--- config.mk ---
export PLATFORM = sky130hd
export DESIGN_NAME = color_convert_raster_gate
export DESIGN_NICKNAME = d
export VERILOG_FILES = /design/src/color_gate_pkg.sv /design/src/color_convert_raster_gate.sv
export VERILOG_INCLUDE_DIRS = /design/src
export SDC_FILE = /design/constraint.sdc
export NUM_CORES = 2
export LEC_CHECK = 0
export ABC_AREA = 1
export BUFFER_PORTS_ARGS = -buffer_cell sky130_fd_sc_hd__buf_2
export CAP_MARGIN = 20
export CELL_PAD_IN_SITES_DETAIL_PLACEMENT = 2
export CELL_PAD_IN_SITES_GLOBAL_PLACEMENT = 2
export CORE_ASPECT_RATIO = 1.75
export CORE_MARGIN = 2
export CORE_UTILIZATION = 30
export DETAILED_ROUTE_END_ITERATION = 12
export PLACE_DENSITY = 0.58
export SLEW_MARGIN = 20
export SYNTH_ARGS = -nofsm -noshare
export SYNTH_HDL_FRONTEND = slang
export SYNTH_SLANG_ARGS = --single-unit
--- constraint.sdc ---
create_clock -name clock -period 26.2 [get_ports clock]
set_input_delay 3.93 -clock clock [delete_from_list [all_inputs] [get_ports clock]]
set_output_delay 3.93 -clock clock [all_outputs]
set_load 0.01 [all_outputs]
--- src/color_gate_defs.svh ---
`ifndef COLOR_GATE_DEFS_SVH
`define COLOR_GATE_DEFS_SVH
// Register byte offsets on the Avalon-MM slave
`define CG_OFS_CTRL 4'h0
`define CG_OFS_FB_SIZE 4'h4
`define CG_OFS_COUNT 4'h8
`define CG_OFS_STATUS 4'hc
// Control register fields
`define CG_CTRL_DROP 0
`define CG_CTRL_CLAMP 1
`define CG_CTRL_RGBA 2
`define CG_CTRL_GEOM 3
`define CG_CTRL_SIGNED 4
`define CG_CTRL_W 5
// Reset values: discard off, RGBA on, clamping off
`define CG_CTRL_RST 5'h04
`define CG_FB_W_RST 16'h0100
`define CG_FB_H_RST 16'h0100
// Datapath widths
`define CG_COMP_W 32
`define CG_FIX_W 10
`define CG_COORD_W 16
`define CG_DEPTH_W 24
`define CG_INDEX_IN_W 24
`define CG_INDEX_W 16
`define CG_CNT_W 16
// Word carried through the buffer: kind, op, x, y, depth, rgba, index
`define CG_WORD_W 205
// Buffer depth in words
`define CG_FIFO_DEPTH 8
`define CG_LVL_W 4
`endif

--- src/color_gate_pkg.sv ---
package color_gate_pkg;
  // Item carried on the input and output streams
  typedef enum logic [1:0] {
    KIND_PRIM = 2'h0,
    KIND_CMD = 2'h1,
    KIND_NONE = 2'h3
  } item_kind_e;
  // Framebuffer commands that travel in the primitive stream
  typedef enum logic [2:0] {
    OP_SUM_BUFFER = 3'h0,
    OP_BITMAP = 3'h1,
    OP_PIXEL_COPY = 3'h2,
    OP_PIXEL_DRAW = 3'h3,
    OP_CLEAR = 3'h4,
    OP_BUFFER_WIPE = 3'h5,
    OP_OTHER_A = 3'h6,
    OP_OTHER_B = 3'h7
  } pixel_op_e;
  // Where the vertex color came from
  typedef enum logic [1:0] {
    SRC_FLOAT = 2'h0,
    SRC_UBYTE = 2'h1,
    SRC_USHORT = 2'h2,
    SRC_UINT = 2'h3
  } color_src_e;
endpackage

--- src/color_convert_raster_gate.sv ---
// Summary of operation
// RULE_01 - Unclamped RGBA floats pass unchanged
// RULE_02 - Clamped RGBA may become normalized fixed point
// RULE_03 - Clamped components may stay floating point
// RULE_04 - Integer colors keep their top bits exactly
// RULE_05 - Color index rounds to nearest, wide enough
// RULE_06 - Each occupied grid square gets a depth
// RULE_07 - Fragment at lower-left corner, center half-offset
// RULE_08 - No fragments outside the framebuffer
// RULE_09 - Fragments go on to early tests
// RULE_10 - Only stream zero primitives proceed; the code filters by stream only while the geometry bit is set
// RULE_11 - Discard drops primitives after transform feedback
// RULE_12 - Discard clear forwards primitives normally
// RULE_13 - Discard ignores pixel and clear commands
// RULE_14 - Discard is one bit, resets false
// RULE_15 - Integer translation shifts fragments only
// RULE_16 - Transfers happen when valid and ready high
//
// The register offsets and the Avalon-MM register port were chosen for this implementation.
`timescale 1ns/1ps
`default_nettype none
`include "color_gate_defs.svh"

////////////////////////////////////////////////////////////////////////////////
// Flop-based FIFO with valid/ready on both sides
module cg_fifo #(
  parameter int WIDTH = 8,
  parameter int DEPTH = 8
) (
  input wire logic clock,
  input wire logic rst_n,
  input wire logic in_valid,
  output logic in_ready,
  input wire logic [WIDTH-1:0] in_data,
  output logic out_valid,
  input wire logic out_ready,
  output logic [WIDTH-1:0] out_data,
  output logic [$clog2(DEPTH+1)-1:0] level
);
  localparam int PW = $clog2(DEPTH);
  localparam int LW = $clog2(DEPTH + 1);
  logic [WIDTH-1:0] mem_reg [DEPTH]; // Storage entries
  logic [PW-1:0] wr_ptr_reg; // Next entry to fill
  logic [PW-1:0] rd_ptr_reg; // Oldest entry
  logic [LW-1:0] level_reg; // Words held
  logic push; // Word taken this edge
  logic pop; // Word given this edge

  assign in_ready = (level_reg != LW'(DEPTH));
  assign out_valid = (level_reg != '0);
  assign out_data = mem_reg[rd_ptr_reg];
  assign level = level_reg;
  assign push = in_valid && in_ready; // RULE_16
  assign pop = out_valid && out_ready; // RULE_16

  // One write port per entry
  for (genvar i = 0; i < DEPTH; i++) begin : g_entry
    always_ff @(posedge clock) begin
      if (push && (wr_ptr_reg == PW'(i))) begin
        mem_reg[i] <= in_data;
      end
    end
  end

  // Pointers wrap naturally; depth is a power of two
  always_ff @(posedge clock) begin
    if (!rst_n) begin
      wr_ptr_reg <= '0;
      rd_ptr_reg <= '0;
    end else begin
      if (push) begin
        wr_ptr_reg <= wr_ptr_reg + PW'(1);
      end
      if (pop) begin
        rd_ptr_reg <= rd_ptr_reg + PW'(1);
      end
    end
  end

  // Fill level, exact so full and empty are honest
  always_ff @(posedge clock) begin
    if (!rst_n) begin
      level_reg <= '0;
    end else if (push && !pop) begin
      level_reg <= level_reg + LW'(1);
    end else if (pop && !push) begin
      level_reg <= level_reg - LW'(1);
    end
  end
endmodule

////////////////////////////////////////////////////////////////////////////////
// Final color conversion and pre-raster primitive gate
module color_convert_raster_gate
  import color_gate_pkg::*;
(
  input wire logic clock,
  input wire logic rst_n,
  // Avalon-MM register slave
  input wire logic [3:0] address,
  input wire logic read,
  input wire logic write,
  input wire logic [31:0] writedata,
  input wire logic [3:0] byteenable,
  output logic [31:0] readdata,
  output logic waitrequest,
  // Items from the transform feedback stage
  input wire logic in_valid,
  output logic in_ready,
  input wire logic [1:0] in_kind,
  input wire logic [2:0] in_op,
  input wire logic [1:0] in_stream,
  input wire logic [`CG_COORD_W-1:0] in_x,
  input wire logic [`CG_COORD_W-1:0] in_y,
  input wire logic [`CG_DEPTH_W-1:0] in_depth,
  input wire logic [1:0] in_color_src,
  input wire logic [`CG_COMP_W-1:0] in_red,
  input wire logic [`CG_COMP_W-1:0] in_green,
  input wire logic [`CG_COMP_W-1:0] in_blue,
  input wire logic [`CG_COMP_W-1:0] in_alpha,
  input wire logic [`CG_INDEX_IN_W-1:0] in_index,
  // Fragments and commands toward the early tests
  output logic out_valid,
  input wire logic out_ready,
  output logic [1:0] out_kind,
  output logic [2:0] out_op,
  output logic [`CG_COORD_W-1:0] out_x,
  output logic [`CG_COORD_W-1:0] out_y,
  output logic [`CG_COORD_W:0] out_center_x,
  output logic [`CG_COORD_W:0] out_center_y,
  output logic [`CG_DEPTH_W-1:0] out_depth,
  output logic [`CG_COMP_W-1:0] out_red,
  output logic [`CG_COMP_W-1:0] out_green,
  output logic [`CG_COMP_W-1:0] out_blue,
  output logic [`CG_COMP_W-1:0] out_alpha,
  output logic [`CG_INDEX_W-1:0] out_index
);
  localparam int DEPTH = `CG_FIFO_DEPTH;

  logic [`CG_CTRL_W-1:0] ctrl_reg; // Mode bits, discard included
  logic [31:0] fb_size_reg; // Height high, width low
  logic [`CG_CNT_W-1:0] drop_cnt_reg; // Primitives dropped
  logic [`CG_CNT_W-1:0] ign_cnt_reg; // Commands ignored
  logic waitrequest_reg; // High except in the answer cycle
  logic [31:0] readdata_reg; // Captured read answer
  logic in_ready_reg; // Room promised for the next edge
  logic out_valid_reg; // Output stage holds an item
  logic [`CG_WORD_W-1:0] out_word_reg; // Output stage contents
  logic raster_drop_enable; // Discard control bit
  logic accept; // Input item taken this edge
  logic keep; // Accepted item goes into the buffer
  logic ignorable; // Command is one that discard suppresses
  logic in_frame; // Square lies in the framebuffer
  logic stream_ok; // Stream zero, or any stream while the geometry bit is clear
  logic push; // Buffer write
  logic pop; // Buffer to output stage move
  logic fifo_in_ready; // Buffer has room
  logic fifo_out_valid; // Buffer has a word
  logic [`CG_WORD_W-1:0] fifo_out_data; // Oldest buffered word
  logic [`CG_LVL_W-1:0] fifo_level; // Buffered words
  logic [`CG_LVL_W:0] level_next; // Level after this edge
  logic [`CG_COMP_W-1:0] red_next; // Converted components
  logic [`CG_COMP_W-1:0] green_next;
  logic [`CG_COMP_W-1:0] blue_next;
  logic [`CG_COMP_W-1:0] alpha_next;
  logic [`CG_INDEX_W-1:0] index_next; // Rounded color index
  logic [`CG_WORD_W-1:0] word_next; // Packed buffer word
  logic acc_w; // Write completes this edge
  logic acc_r; // Read answer captured this edge
  logic drop_evt; // A primitive was dropped
  logic ign_evt; // A command was ignored

  assign raster_drop_enable = ctrl_reg[`CG_CTRL_DROP];

  // Unsigned normalized conversion to the color buffer width.
  // Bit replication keeps the integer source's top bits exact.
  function automatic logic [`CG_COMP_W-1:0] to_fixed(
    input logic [`CG_COMP_W-1:0] c,
    input color_src_e src,
    input logic sgn
  );
    logic [`CG_FIX_W-1:0] u;
    u = c[`CG_FIX_W-1:0];
    case (src)
      SRC_UBYTE: u = {c[7:0], c[7:6]}; // RULE_04
      SRC_USHORT: u = c[15:6]; // RULE_04
      SRC_UINT: u = c[31:22]; // RULE_04
      default: u = c[`CG_FIX_W-1:0];
    endcase
    // Signed formats spend one bit on sign, so they keep one fewer
    if (sgn) begin
      return {22'h000000, 1'b0, u[`CG_FIX_W-1:1]}; // RULE_02
    end
    return {22'h000000, u}; // RULE_02
  endfunction

  // Merge write data into a register by byte lanes
  function automatic logic [31:0] merge(
    input logic [31:0] old,
    input logic [31:0] wd,
    input logic [3:0] be
  );
    logic [31:0] r;
    r = old;
    for (int b = 0; b < 4; b++) begin
      if (be[b]) begin
        r[b*8 +: 8] = wd[b*8 +: 8];
      end
    end
    return r;
  endfunction

  //////////////////////////////////////////////////////////////////////////////
  // Gate decision for the incoming item
  always_comb begin
    stream_ok = !ctrl_reg[`CG_CTRL_GEOM] || (in_stream == 2'h0); // RULE_10
    // Unsigned compare also rejects negative coordinates
    in_frame = (in_x < fb_size_reg[15:0]) && (in_y < fb_size_reg[31:16]); // RULE_08
    ignorable = (in_op <= 3'(OP_BUFFER_WIPE)); // RULE_13
    accept = in_valid && in_ready_reg; // RULE_16
    keep = 1'b0;
    case (item_kind_e'(in_kind))
      KIND_PRIM: begin
        // Drop sits after transform feedback consumed the item
        keep = stream_ok && !raster_drop_enable && in_frame; // RULE_11 RULE_12
      end
      KIND_CMD: begin
        keep = !(raster_drop_enable && ignorable); // RULE_13
      end
      default: begin
        keep = 1'b0;
      end
    endcase
    push = accept && keep && fifo_in_ready;
    drop_evt = accept && (item_kind_e'(in_kind) == KIND_PRIM) && !keep;
    ign_evt = accept && (item_kind_e'(in_kind) == KIND_CMD) && !keep;
  end

  // Final color processing
  always_comb begin
    red_next = in_red; // RULE_01
    green_next = in_green;
    blue_next = in_blue;
    alpha_next = in_alpha;
    // Float sources stay float even when clamped; conversion is optional
    if (ctrl_reg[`CG_CTRL_RGBA] && ctrl_reg[`CG_CTRL_CLAMP]
        && (color_src_e'(in_color_src) != SRC_FLOAT)) begin // RULE_03
      red_next = to_fixed(in_red, color_src_e'(in_color_src), ctrl_reg[`CG_CTRL_SIGNED]);
      green_next = to_fixed(in_green, color_src_e'(in_color_src), ctrl_reg[`CG_CTRL_SIGNED]);
      blue_next = to_fixed(in_blue, color_src_e'(in_color_src), ctrl_reg[`CG_CTRL_SIGNED]);
      alpha_next = to_fixed(in_alpha, color_src_e'(in_color_src), ctrl_reg[`CG_CTRL_SIGNED]);
    end
    // Round half up; saturate rather than wrap at the top
    if (&in_index[23:8] && in_index[7]) begin
      index_next = 16'hffff; // RULE_05
    end else begin
      index_next = in_index[23:8] + 16'(in_index[7]); // RULE_05
    end
    // One occupied square per primitive, carrying its depth
    word_next = {in_kind, in_op, in_x, in_y, in_depth, red_next, green_next,
                 blue_next, alpha_next, index_next}; // RULE_06
  end

  //////////////////////////////////////////////////////////////////////////////
  // Buffer between gate and early tests
  cg_fifo #(
    .WIDTH(`CG_WORD_W),
    .DEPTH(DEPTH)
  ) u_fifo (
    .clock(clock),
    .rst_n(rst_n),
    .in_valid(push),
    .in_ready(fifo_in_ready),
    .in_data(word_next),
    .out_valid(fifo_out_valid),
    .out_ready(!out_valid_reg || out_ready),
    .out_data(fifo_out_data),
    .level(fifo_level)
  );

  assign pop = fifo_out_valid && (!out_valid_reg || out_ready); // RULE_16
  assign level_next = {1'b0, fifo_level} + {4'h0, push} - {4'h0, pop};

  // Ready is promised one edge ahead, so it must see the next level
  always_ff @(posedge clock) begin
    if (!rst_n) begin
      in_ready_reg <= 1'b0;
    end else begin
      in_ready_reg <= (level_next < 5'(DEPTH)); // RULE_16
    end
  end

  // Output stage holds its word until the early tests take it
  always_ff @(posedge clock) begin
    if (!rst_n) begin
      out_valid_reg <= 1'b0;
      out_word_reg <= '0;
    end else if (pop) begin
      out_valid_reg <= 1'b1; // RULE_09
      out_word_reg <= fifo_out_data;
    end else if (out_ready) begin
      out_valid_reg <= 1'b0; // RULE_16
    end
  end

  //////////////////////////////////////////////////////////////////////////////
  // Avalon-MM slave: one wait cycle, then a one-cycle answer
  assign acc_w = write && !waitrequest_reg;
  assign acc_r = read && waitrequest_reg;

  always_ff @(posedge clock) begin
    if (!rst_n) begin
      waitrequest_reg <= 1'b1;
    end else if (waitrequest_reg && (read || write)) begin
      waitrequest_reg <= 1'b0;
    end else begin
      waitrequest_reg <= 1'b1;
    end
  end

  // Read mux; unmapped offsets answer zero
  always_ff @(posedge clock) begin
    if (!rst_n) begin
      readdata_reg <= 32'h00000000;
    end else if (acc_r) begin
      case (address)
        `CG_OFS_CTRL: readdata_reg <= {27'h0000000, ctrl_reg};
        `CG_OFS_FB_SIZE: readdata_reg <= fb_size_reg;
        `CG_OFS_COUNT: readdata_reg <= {ign_cnt_reg, drop_cnt_reg};
        `CG_OFS_STATUS: readdata_reg <= {23'h000000, in_ready_reg, out_valid_reg,
                                         3'h0, fifo_level};
        default: readdata_reg <= 32'h00000000;
      endcase
    end
  end

  // Control register; discard resets disabled
  always_ff @(posedge clock) begin
    if (!rst_n) begin
      ctrl_reg <= `CG_CTRL_RST; // RULE_14
    end else if (acc_w && (address == `CG_OFS_CTRL)) begin
      ctrl_reg <= `CG_CTRL_W'(merge({27'h0000000, ctrl_reg}, writedata, byteenable));
    end
  end

  // Framebuffer size; changing it mid-stream affects items not yet accepted
  always_ff @(posedge clock) begin
    if (!rst_n) begin
      fb_size_reg <= {`CG_FB_H_RST, `CG_FB_W_RST};
    end else if (acc_w && (address == `CG_OFS_FB_SIZE)) begin
      fb_size_reg <= merge(fb_size_reg, writedata, byteenable);
    end
  end

  // Event counters; a write clears, an event in the same cycle still counts
  always_ff @(posedge clock) begin
    if (!rst_n) begin
      drop_cnt_reg <= '0;
      ign_cnt_reg <= '0;
    end else if (acc_w && (address == `CG_OFS_COUNT)) begin
      drop_cnt_reg <= 16'(drop_evt);
      ign_cnt_reg <= 16'(ign_evt);
    end else begin
      drop_cnt_reg <= drop_cnt_reg + 16'(drop_evt);
      ign_cnt_reg <= ign_cnt_reg + 16'(ign_evt);
    end
  end

  //////////////////////////////////////////////////////////////////////////////
  // Outputs straight from flops; center is x*2+1 in half units
  assign readdata = readdata_reg;
  assign waitrequest = waitrequest_reg;
  assign in_ready = in_ready_reg;
  assign out_valid = out_valid_reg;
  assign {out_kind, out_op, out_x, out_y, out_depth, out_red, out_green, out_blue,
          out_alpha, out_index} = out_word_reg;
  assign out_center_x = {out_word_reg[199:184], 1'b1}; // RULE_07 RULE_15
  assign out_center_y = {out_word_reg[183:168], 1'b1}; // RULE_07 RULE_15

  //////////////////////////////////////////////////////////////////////////////
  // Checks
  unclamped_pass_a: assert property (@(posedge clock) disable iff (!rst_n) // RULE_01
    push && ctrl_reg[`CG_CTRL_RGBA] && !ctrl_reg[`CG_CTRL_CLAMP]
    |-> (word_next[143:112] == in_red) && (word_next[47:16] == in_alpha))
    else $error("unclamped color altered");

  float_keep_a: assert property (@(posedge clock) disable iff (!rst_n) // RULE_03
    push && (color_src_e'(in_color_src) == SRC_FLOAT) |-> word_next[111:80] == in_green)
    else $error("float color altered");

  byte_bits_a: assert property (@(posedge clock) disable iff (!rst_n) // RULE_04
    push && ctrl_reg[`CG_CTRL_RGBA] && ctrl_reg[`CG_CTRL_CLAMP] && !ctrl_reg[`CG_CTRL_SIGNED]
    && (color_src_e'(in_color_src) == SRC_UBYTE) |-> word_next[121:114] == in_red[7:0])
    else $error("byte color top bits lost");

  index_round_a: assert property (@(posedge clock) disable iff (!rst_n) // RULE_05
    push && !(&in_index[23:7]) |-> word_next[15:0] == in_index[23:8] + 16'(in_index[7]))
    else $error("index not rounded");

  outside_drop_a: assert property (@(posedge clock) disable iff (!rst_n) // RULE_08
    accept && (in_kind == 2'(KIND_PRIM)) && (in_x >= fb_size_reg[15:0])
    |-> !push ##1 (drop_cnt_reg == $past(drop_cnt_reg) + 16'h0001)
      || $past(acc_w))
    else $error("outside fragment forwarded");

  stream_drop_a: assert property (@(posedge clock) disable iff (!rst_n) // RULE_10
    accept && ctrl_reg[`CG_CTRL_GEOM] && (in_stream != 2'h0) |-> !push)
    else $error("nonzero stream forwarded");

  discard_prim_a: assert property (@(posedge clock) disable iff (!rst_n) // RULE_11
    accept && raster_drop_enable && (in_kind == 2'(KIND_PRIM)) |-> !push)
    else $error("primitive passed under discard");

  discard_cmd_a: assert property (@(posedge clock) disable iff (!rst_n) // RULE_13
    accept && raster_drop_enable && (in_kind == 2'(KIND_CMD)) && (in_op == 3'(OP_CLEAR))
    |-> !push)
    else $error("clear passed under discard");

  forward_prim_a: assert property (@(posedge clock) disable iff (!rst_n) // RULE_12
    accept && !raster_drop_enable && (in_kind == 2'(KIND_PRIM)) && in_frame
    && !ctrl_reg[`CG_CTRL_GEOM] |-> push)
    else $error("primitive lost without discard");

  drop_reset_a: assert property (@(posedge clock) disable iff (!rst_n) // RULE_14
    !$past(rst_n) |-> !raster_drop_enable)
    else $error("discard not reset");

  out_hold_a: assert property (@(posedge clock) disable iff (!rst_n) // RULE_16
    out_valid_reg && !out_ready |=> out_valid_reg && $stable(out_word_reg))
    else $error("output changed while stalled");

  center_a: assert property (@(posedge clock) disable iff (!rst_n) // RULE_07
    out_valid_reg |-> (out_center_x >> 1) == {1'b0, out_x} && out_center_y[0])
    else $error("fragment center wrong");

  wait_pulse_a: assert property (@(posedge clock) disable iff (!rst_n)
    !waitrequest_reg |=> waitrequest_reg)
    else $error("answer longer than one cycle");

  drop_seen_c: cover property (@(posedge clock) disable iff (!rst_n) drop_evt);
  cmd_ignored_c: cover property (@(posedge clock) disable iff (!rst_n) ign_evt);
  fifo_full_c: cover property (@(posedge clock) disable iff (!rst_n) !fifo_in_ready);
  frag_out_c: cover property (@(posedge clock) disable iff (!rst_n)
    out_valid_reg && out_ready && (out_kind == 2'(KIND_PRIM)));
endmodule
`default_nettype wire

==> impl_metrics.sql <==
INSERT INTO impl_metrics (metric_group, metric, value, unit) VALUES
('yosys', 'ys.flop_type', 'edfxtp_1', ''),
('yosys', 'synth_most_common_cell', 'edfxtp_1', ''),
('floorplanning', 'die_height', '675', 'µm'),
('yosys', 'synthesis.area_per_instance', '12.3', 'µm²'),
('worst_setup_path', 'worst_path_most_repeated_cell', 'nand2_1', ''),
('clock_tree', 'worst_setup_hold_path_clk_slew', '0.06', 'ns'),
('global_routing', 'global_routing_met1_resource_utilization', '0.239', ''),
('clock_tree', 'cts_resized', '0', ''),
('sta', 'unrepaired_setup_endpoints_after_global_routing', 'false', ''),
('finish', 'drive_gt1_frac', '0.144', ''),
('yosys', 'netlist_instances', '6270', ''),
('sta', 'fin_setup_tns', '0', 'ns'),
('worst_setup_path', 'path_class', 'in2reg', ''),
('sta', 'max_freq', '129', 'MHz'),
('worst_hold_path', 'hold_path_startpoint', 'readdata[4]', ''),
('clock_tree', 'clkLatencyLatePin', '0.87', 'ns'),
('sta', 'final_period_minus_worst_setup_slack', '7.76', 'ns'),
('detailed_routing', 'via_per_inst', '5.23', ''),
('yosys', 'async_flop_share', '0', ''),
('finish', 'largest_reg_flops', '1640', ''),
('clock_tree', 'cts_tree', 'yes', ''),
('sta', 'finClkSkew', '0.0771', 'ns'),
('clock_tree', 'hold_buffers', '0', ''),
('floorplanning', 'num_rows', '246', ''),
('worst_setup_path', 'max_fanout_on_critical_path', '100', ''),
('pwr', 'post-layout-total-power', '8.78', 'mW'),
('worst_hold_path', 'whs_path_depth', '2', ''),
('yosys', 'seq_area_frac_synth', '0.722', ''),
('sta', 'finalCritPeriodShare', '0.296', ''),
('detailed_routing', 'post_drt_wl_per_cell', '27.1', 'µm'),
('global_routing', 'grt_first_pass_wirelength', '400', 'mm'),
('worst_setup_path', 'timing.critical_path.cells', 'buf_2 > o21ai_0 > nand3_1 > nor2_1 > nand2_1 > nor2_1 > nand3_1 > nand2_1 > nand2_1 > nor2_4 > buf_12 > buf_4 > buf_4', ''),
('worst_setup_path', 'r2r_setup_slack', '21.05', 'ns'),
('clock_tree', 'setup_buffers_after_cts', '0', ''),
('floorplanning', 'die_w', '387', 'µm'),
('worst_setup_path', 'end_kind', 'flop', ''),
('floorplanning', 'start_util', '0.301', ''),
('global_routing', 'grtUsageMet2', '0.382', ''),
('global_routing', 'groute.usage.overall', '0.206', ''),
('worst_setup_path', 'cp_data_required_time', '26.68', 'ns'),
('global_routing', 'first_global_vias', '59100', ''),
('worst_setup_path', 'r2r_start', 'fb_size_reg[19]', ''),
('yosys', 'ys_warn_count', '0', ''),
('finish', 'finish.net_count', '6920', ''),
('sta', 'timing.hold.ws', '0.469', 'ns'),
('global_routing', 'grt_antenna_before_repair', '34', ''),
('yosys', 'netlist_top_cells_area', 'edfxtp_1 64%, dfxtp_1 8.3%, nor2_1 4.7%', ''),
('floorplanning', 'core_area', '0.256', 'mm²'),
('clock_tree', 'clock_tree_root', 'clkbuf_16', ''),
('worst_setup_path', 'worstRegToRegCells', '14', ''),
('place', 'hpwlAfterDp', '162', 'mm'),
('pwr', 'p_leak', '30.0', 'nW'),
('floorplanning', 'die_area', '0.261', 'mm²'),
('clock_tree', 'cts.sink_count', '1959', ''),
('floorplanning', 'floorplan.io_pins', '537', ''),
('detailed_routing', 'drc', '0', ''),
('detailed_routing', 'dr.first_iter.drc_count', '2438', ''),
('global_routing', 'grt-ovfl-total', '0', ''),
('yosys', 'post_synth_most_frequent_cells', '1,640 x edfxtp_1, 967 x nor2_1, 713 x o21ai_0', ''),
('detailed_routing', 'drtAntennaViolNets', '0', ''),
('pwr', 'pwr_density_cell', '98.4', 'mW/mm²'),
('detailed_routing', 'routed-via-count', '53000', ''),
('run_status', 'run_status', 'finished, final reports clean', ''),
('global_routing', 'grt_busiest_layer', 'met2', ''),
('worst_hold_path', 'hold_removal_path_class', 'reg2reg', ''),
('worst_setup_path', 'critical-path-slowest-cell', 'buf_4', ''),
('place', 'gp_congestion', '0.788', ''),
('worst_setup_path', 'crit-reg2reg-capture', 'u_fifo.mem_reg[3][89]', ''),
('sta', 'worst_slew_pin_tran', '1.13', 'ns'),
('sta', 'slew_headroom', '0.245', ''),
('clock_tree', 'cts_buffers', '201', '');
==> layer usage <==
layer | vias to the layer above | part of all wire
met5 | - | 0.00071
met4 | 28 | 0.030
met3 | 403 | 0.047
met2 | 999 | 0.52
met1 | 27700 | 0.40
li1 | 23800 | -
==> layout make-up <==
| type | instances | area (µm²) |
|---|---|---|
| well taps | 3348 | 4190 |
| clock inverters | 88 | 786 |
| multi-input cells | 3591 | 18400 |
| clock buffers | 276 | 5670 |
| repair buffers | 611 | 3510 |
| inverters | 240 | 935 |
| fillers | 26700 | 167000 |
| diodes | 16 | 40.0 |
| flip-flops and latches | 1959 | 55600 |
==> worst max-delay path by stage <==
stage                  from                      to  slack (ns)  cells after the start
3_3_place_gp   in_stream[1]   u_fifo.mem_reg[3][92]       17.36                     13
5_1_grt        in_stream[1]  u_fifo.mem_reg[0][141]       18.10                     13
6_report       in_stream[1]   u_fifo.mem_reg[3][89]       18.44                     13
2_1_floorplan      in_y[15]    u_fifo.mem_reg[0][0]        6.24                     13
3_5_place_dp   in_stream[1]   u_fifo.mem_reg[3][92]       17.32                     13
4_1_cts        in_stream[1]   u_fifo.mem_reg[3][87]       18.25                     13
==> worst max-delay path: cells and delay by family <==
| family | cells | cell delay [ns] |
|---|---|---|
| buffers and inverters | 4 | 2.08 |
| AND/OR/NAND/NOR | 8 | 1.36 |
| AO/OA/AOI/OAI | 1 | 0.61 |
==> where the power goes <==
part	switching, mW	total, mW	internal, mW
logic	1.68	2.30	0.619
registers	0.102	3.62	3.52
clock network	1.24	2.86	1.62
total	3.02	8.78	5.76
==> cell families after synthesis <==
logic type	count (synthesis)	share of synthesized area
other	1	0.0000486
and+or+nand+nor	1366	0.0705
adders and majority gates	53	0.00870
buffers and inverters	721	0.0404
xor gates and xnor gates	7	0.000795
DFF	1959	0.722
AOI/OAI and AO/OA	2163	0.158
==> metrics by stage <==
stage,instance area [µm²],setup slack (ns),utilization,std cells
floorplan,77100,6.24,-,6271
global placement,82600,17.36,0.323,9746
detailed placement,82600,17.32,0.323,9747
CTS,89100,18.25,0.348,10100
global route,89200,18.10,0.348,10100
finish,89200,18.44,0.348,10100
==> layout by cell type, fill, tap and decap left out, types with 4 or more instances in the layout <==
master / netlist / routed
a21oi_1: 315 / 315
a221oi_1: 13 / 13
a22oi_1: 9 / 9
buf_12: 0 / 15
buf_2: 144 / 526
buf_4: 54 / 67
bufinv_16: 0 / 11
clkbuf_1: 267 / 40
clkbuf_16: 0 / 203
clkbuf_8: 0 / 31
clkinv_1: 5 / 34
clkinv_2: 0 / 28
clkinv_8: 0 / 4
clkinvlp_4: 0 / 7
dfxtp_1: 319 / 316
diode_2: 0 / 16
edfxtp_1: 1640 / 1640
ha_1: 52 / 52
inv_1: 207 / 206
inv_2: 27 / 26
inv_6: 0 / 4
nand2_1: 296 / 296
nand2_2: 5 / 5
nand3_1: 32 / 32
nand4_1: 7 / 7
nor2_1: 967 / 963
nor2_2: 6 / 8
nor3_1: 28 / 22
nor3_2: 3 / 9
nor3b_1: 4 / 4
nor4_4: 6 / 6
o2111ai_1: 15 / 15
o211ai_1: 16 / 16
o21a_1: 6 / 6
o21ai_0: 713 / 713
o21ai_1: 605 / 605
o221ai_1: 227 / 227
o22ai_1: 236 / 236
xor2_1: 6 / 6
No activity file was read; power rests on OpenSTA's default activity.
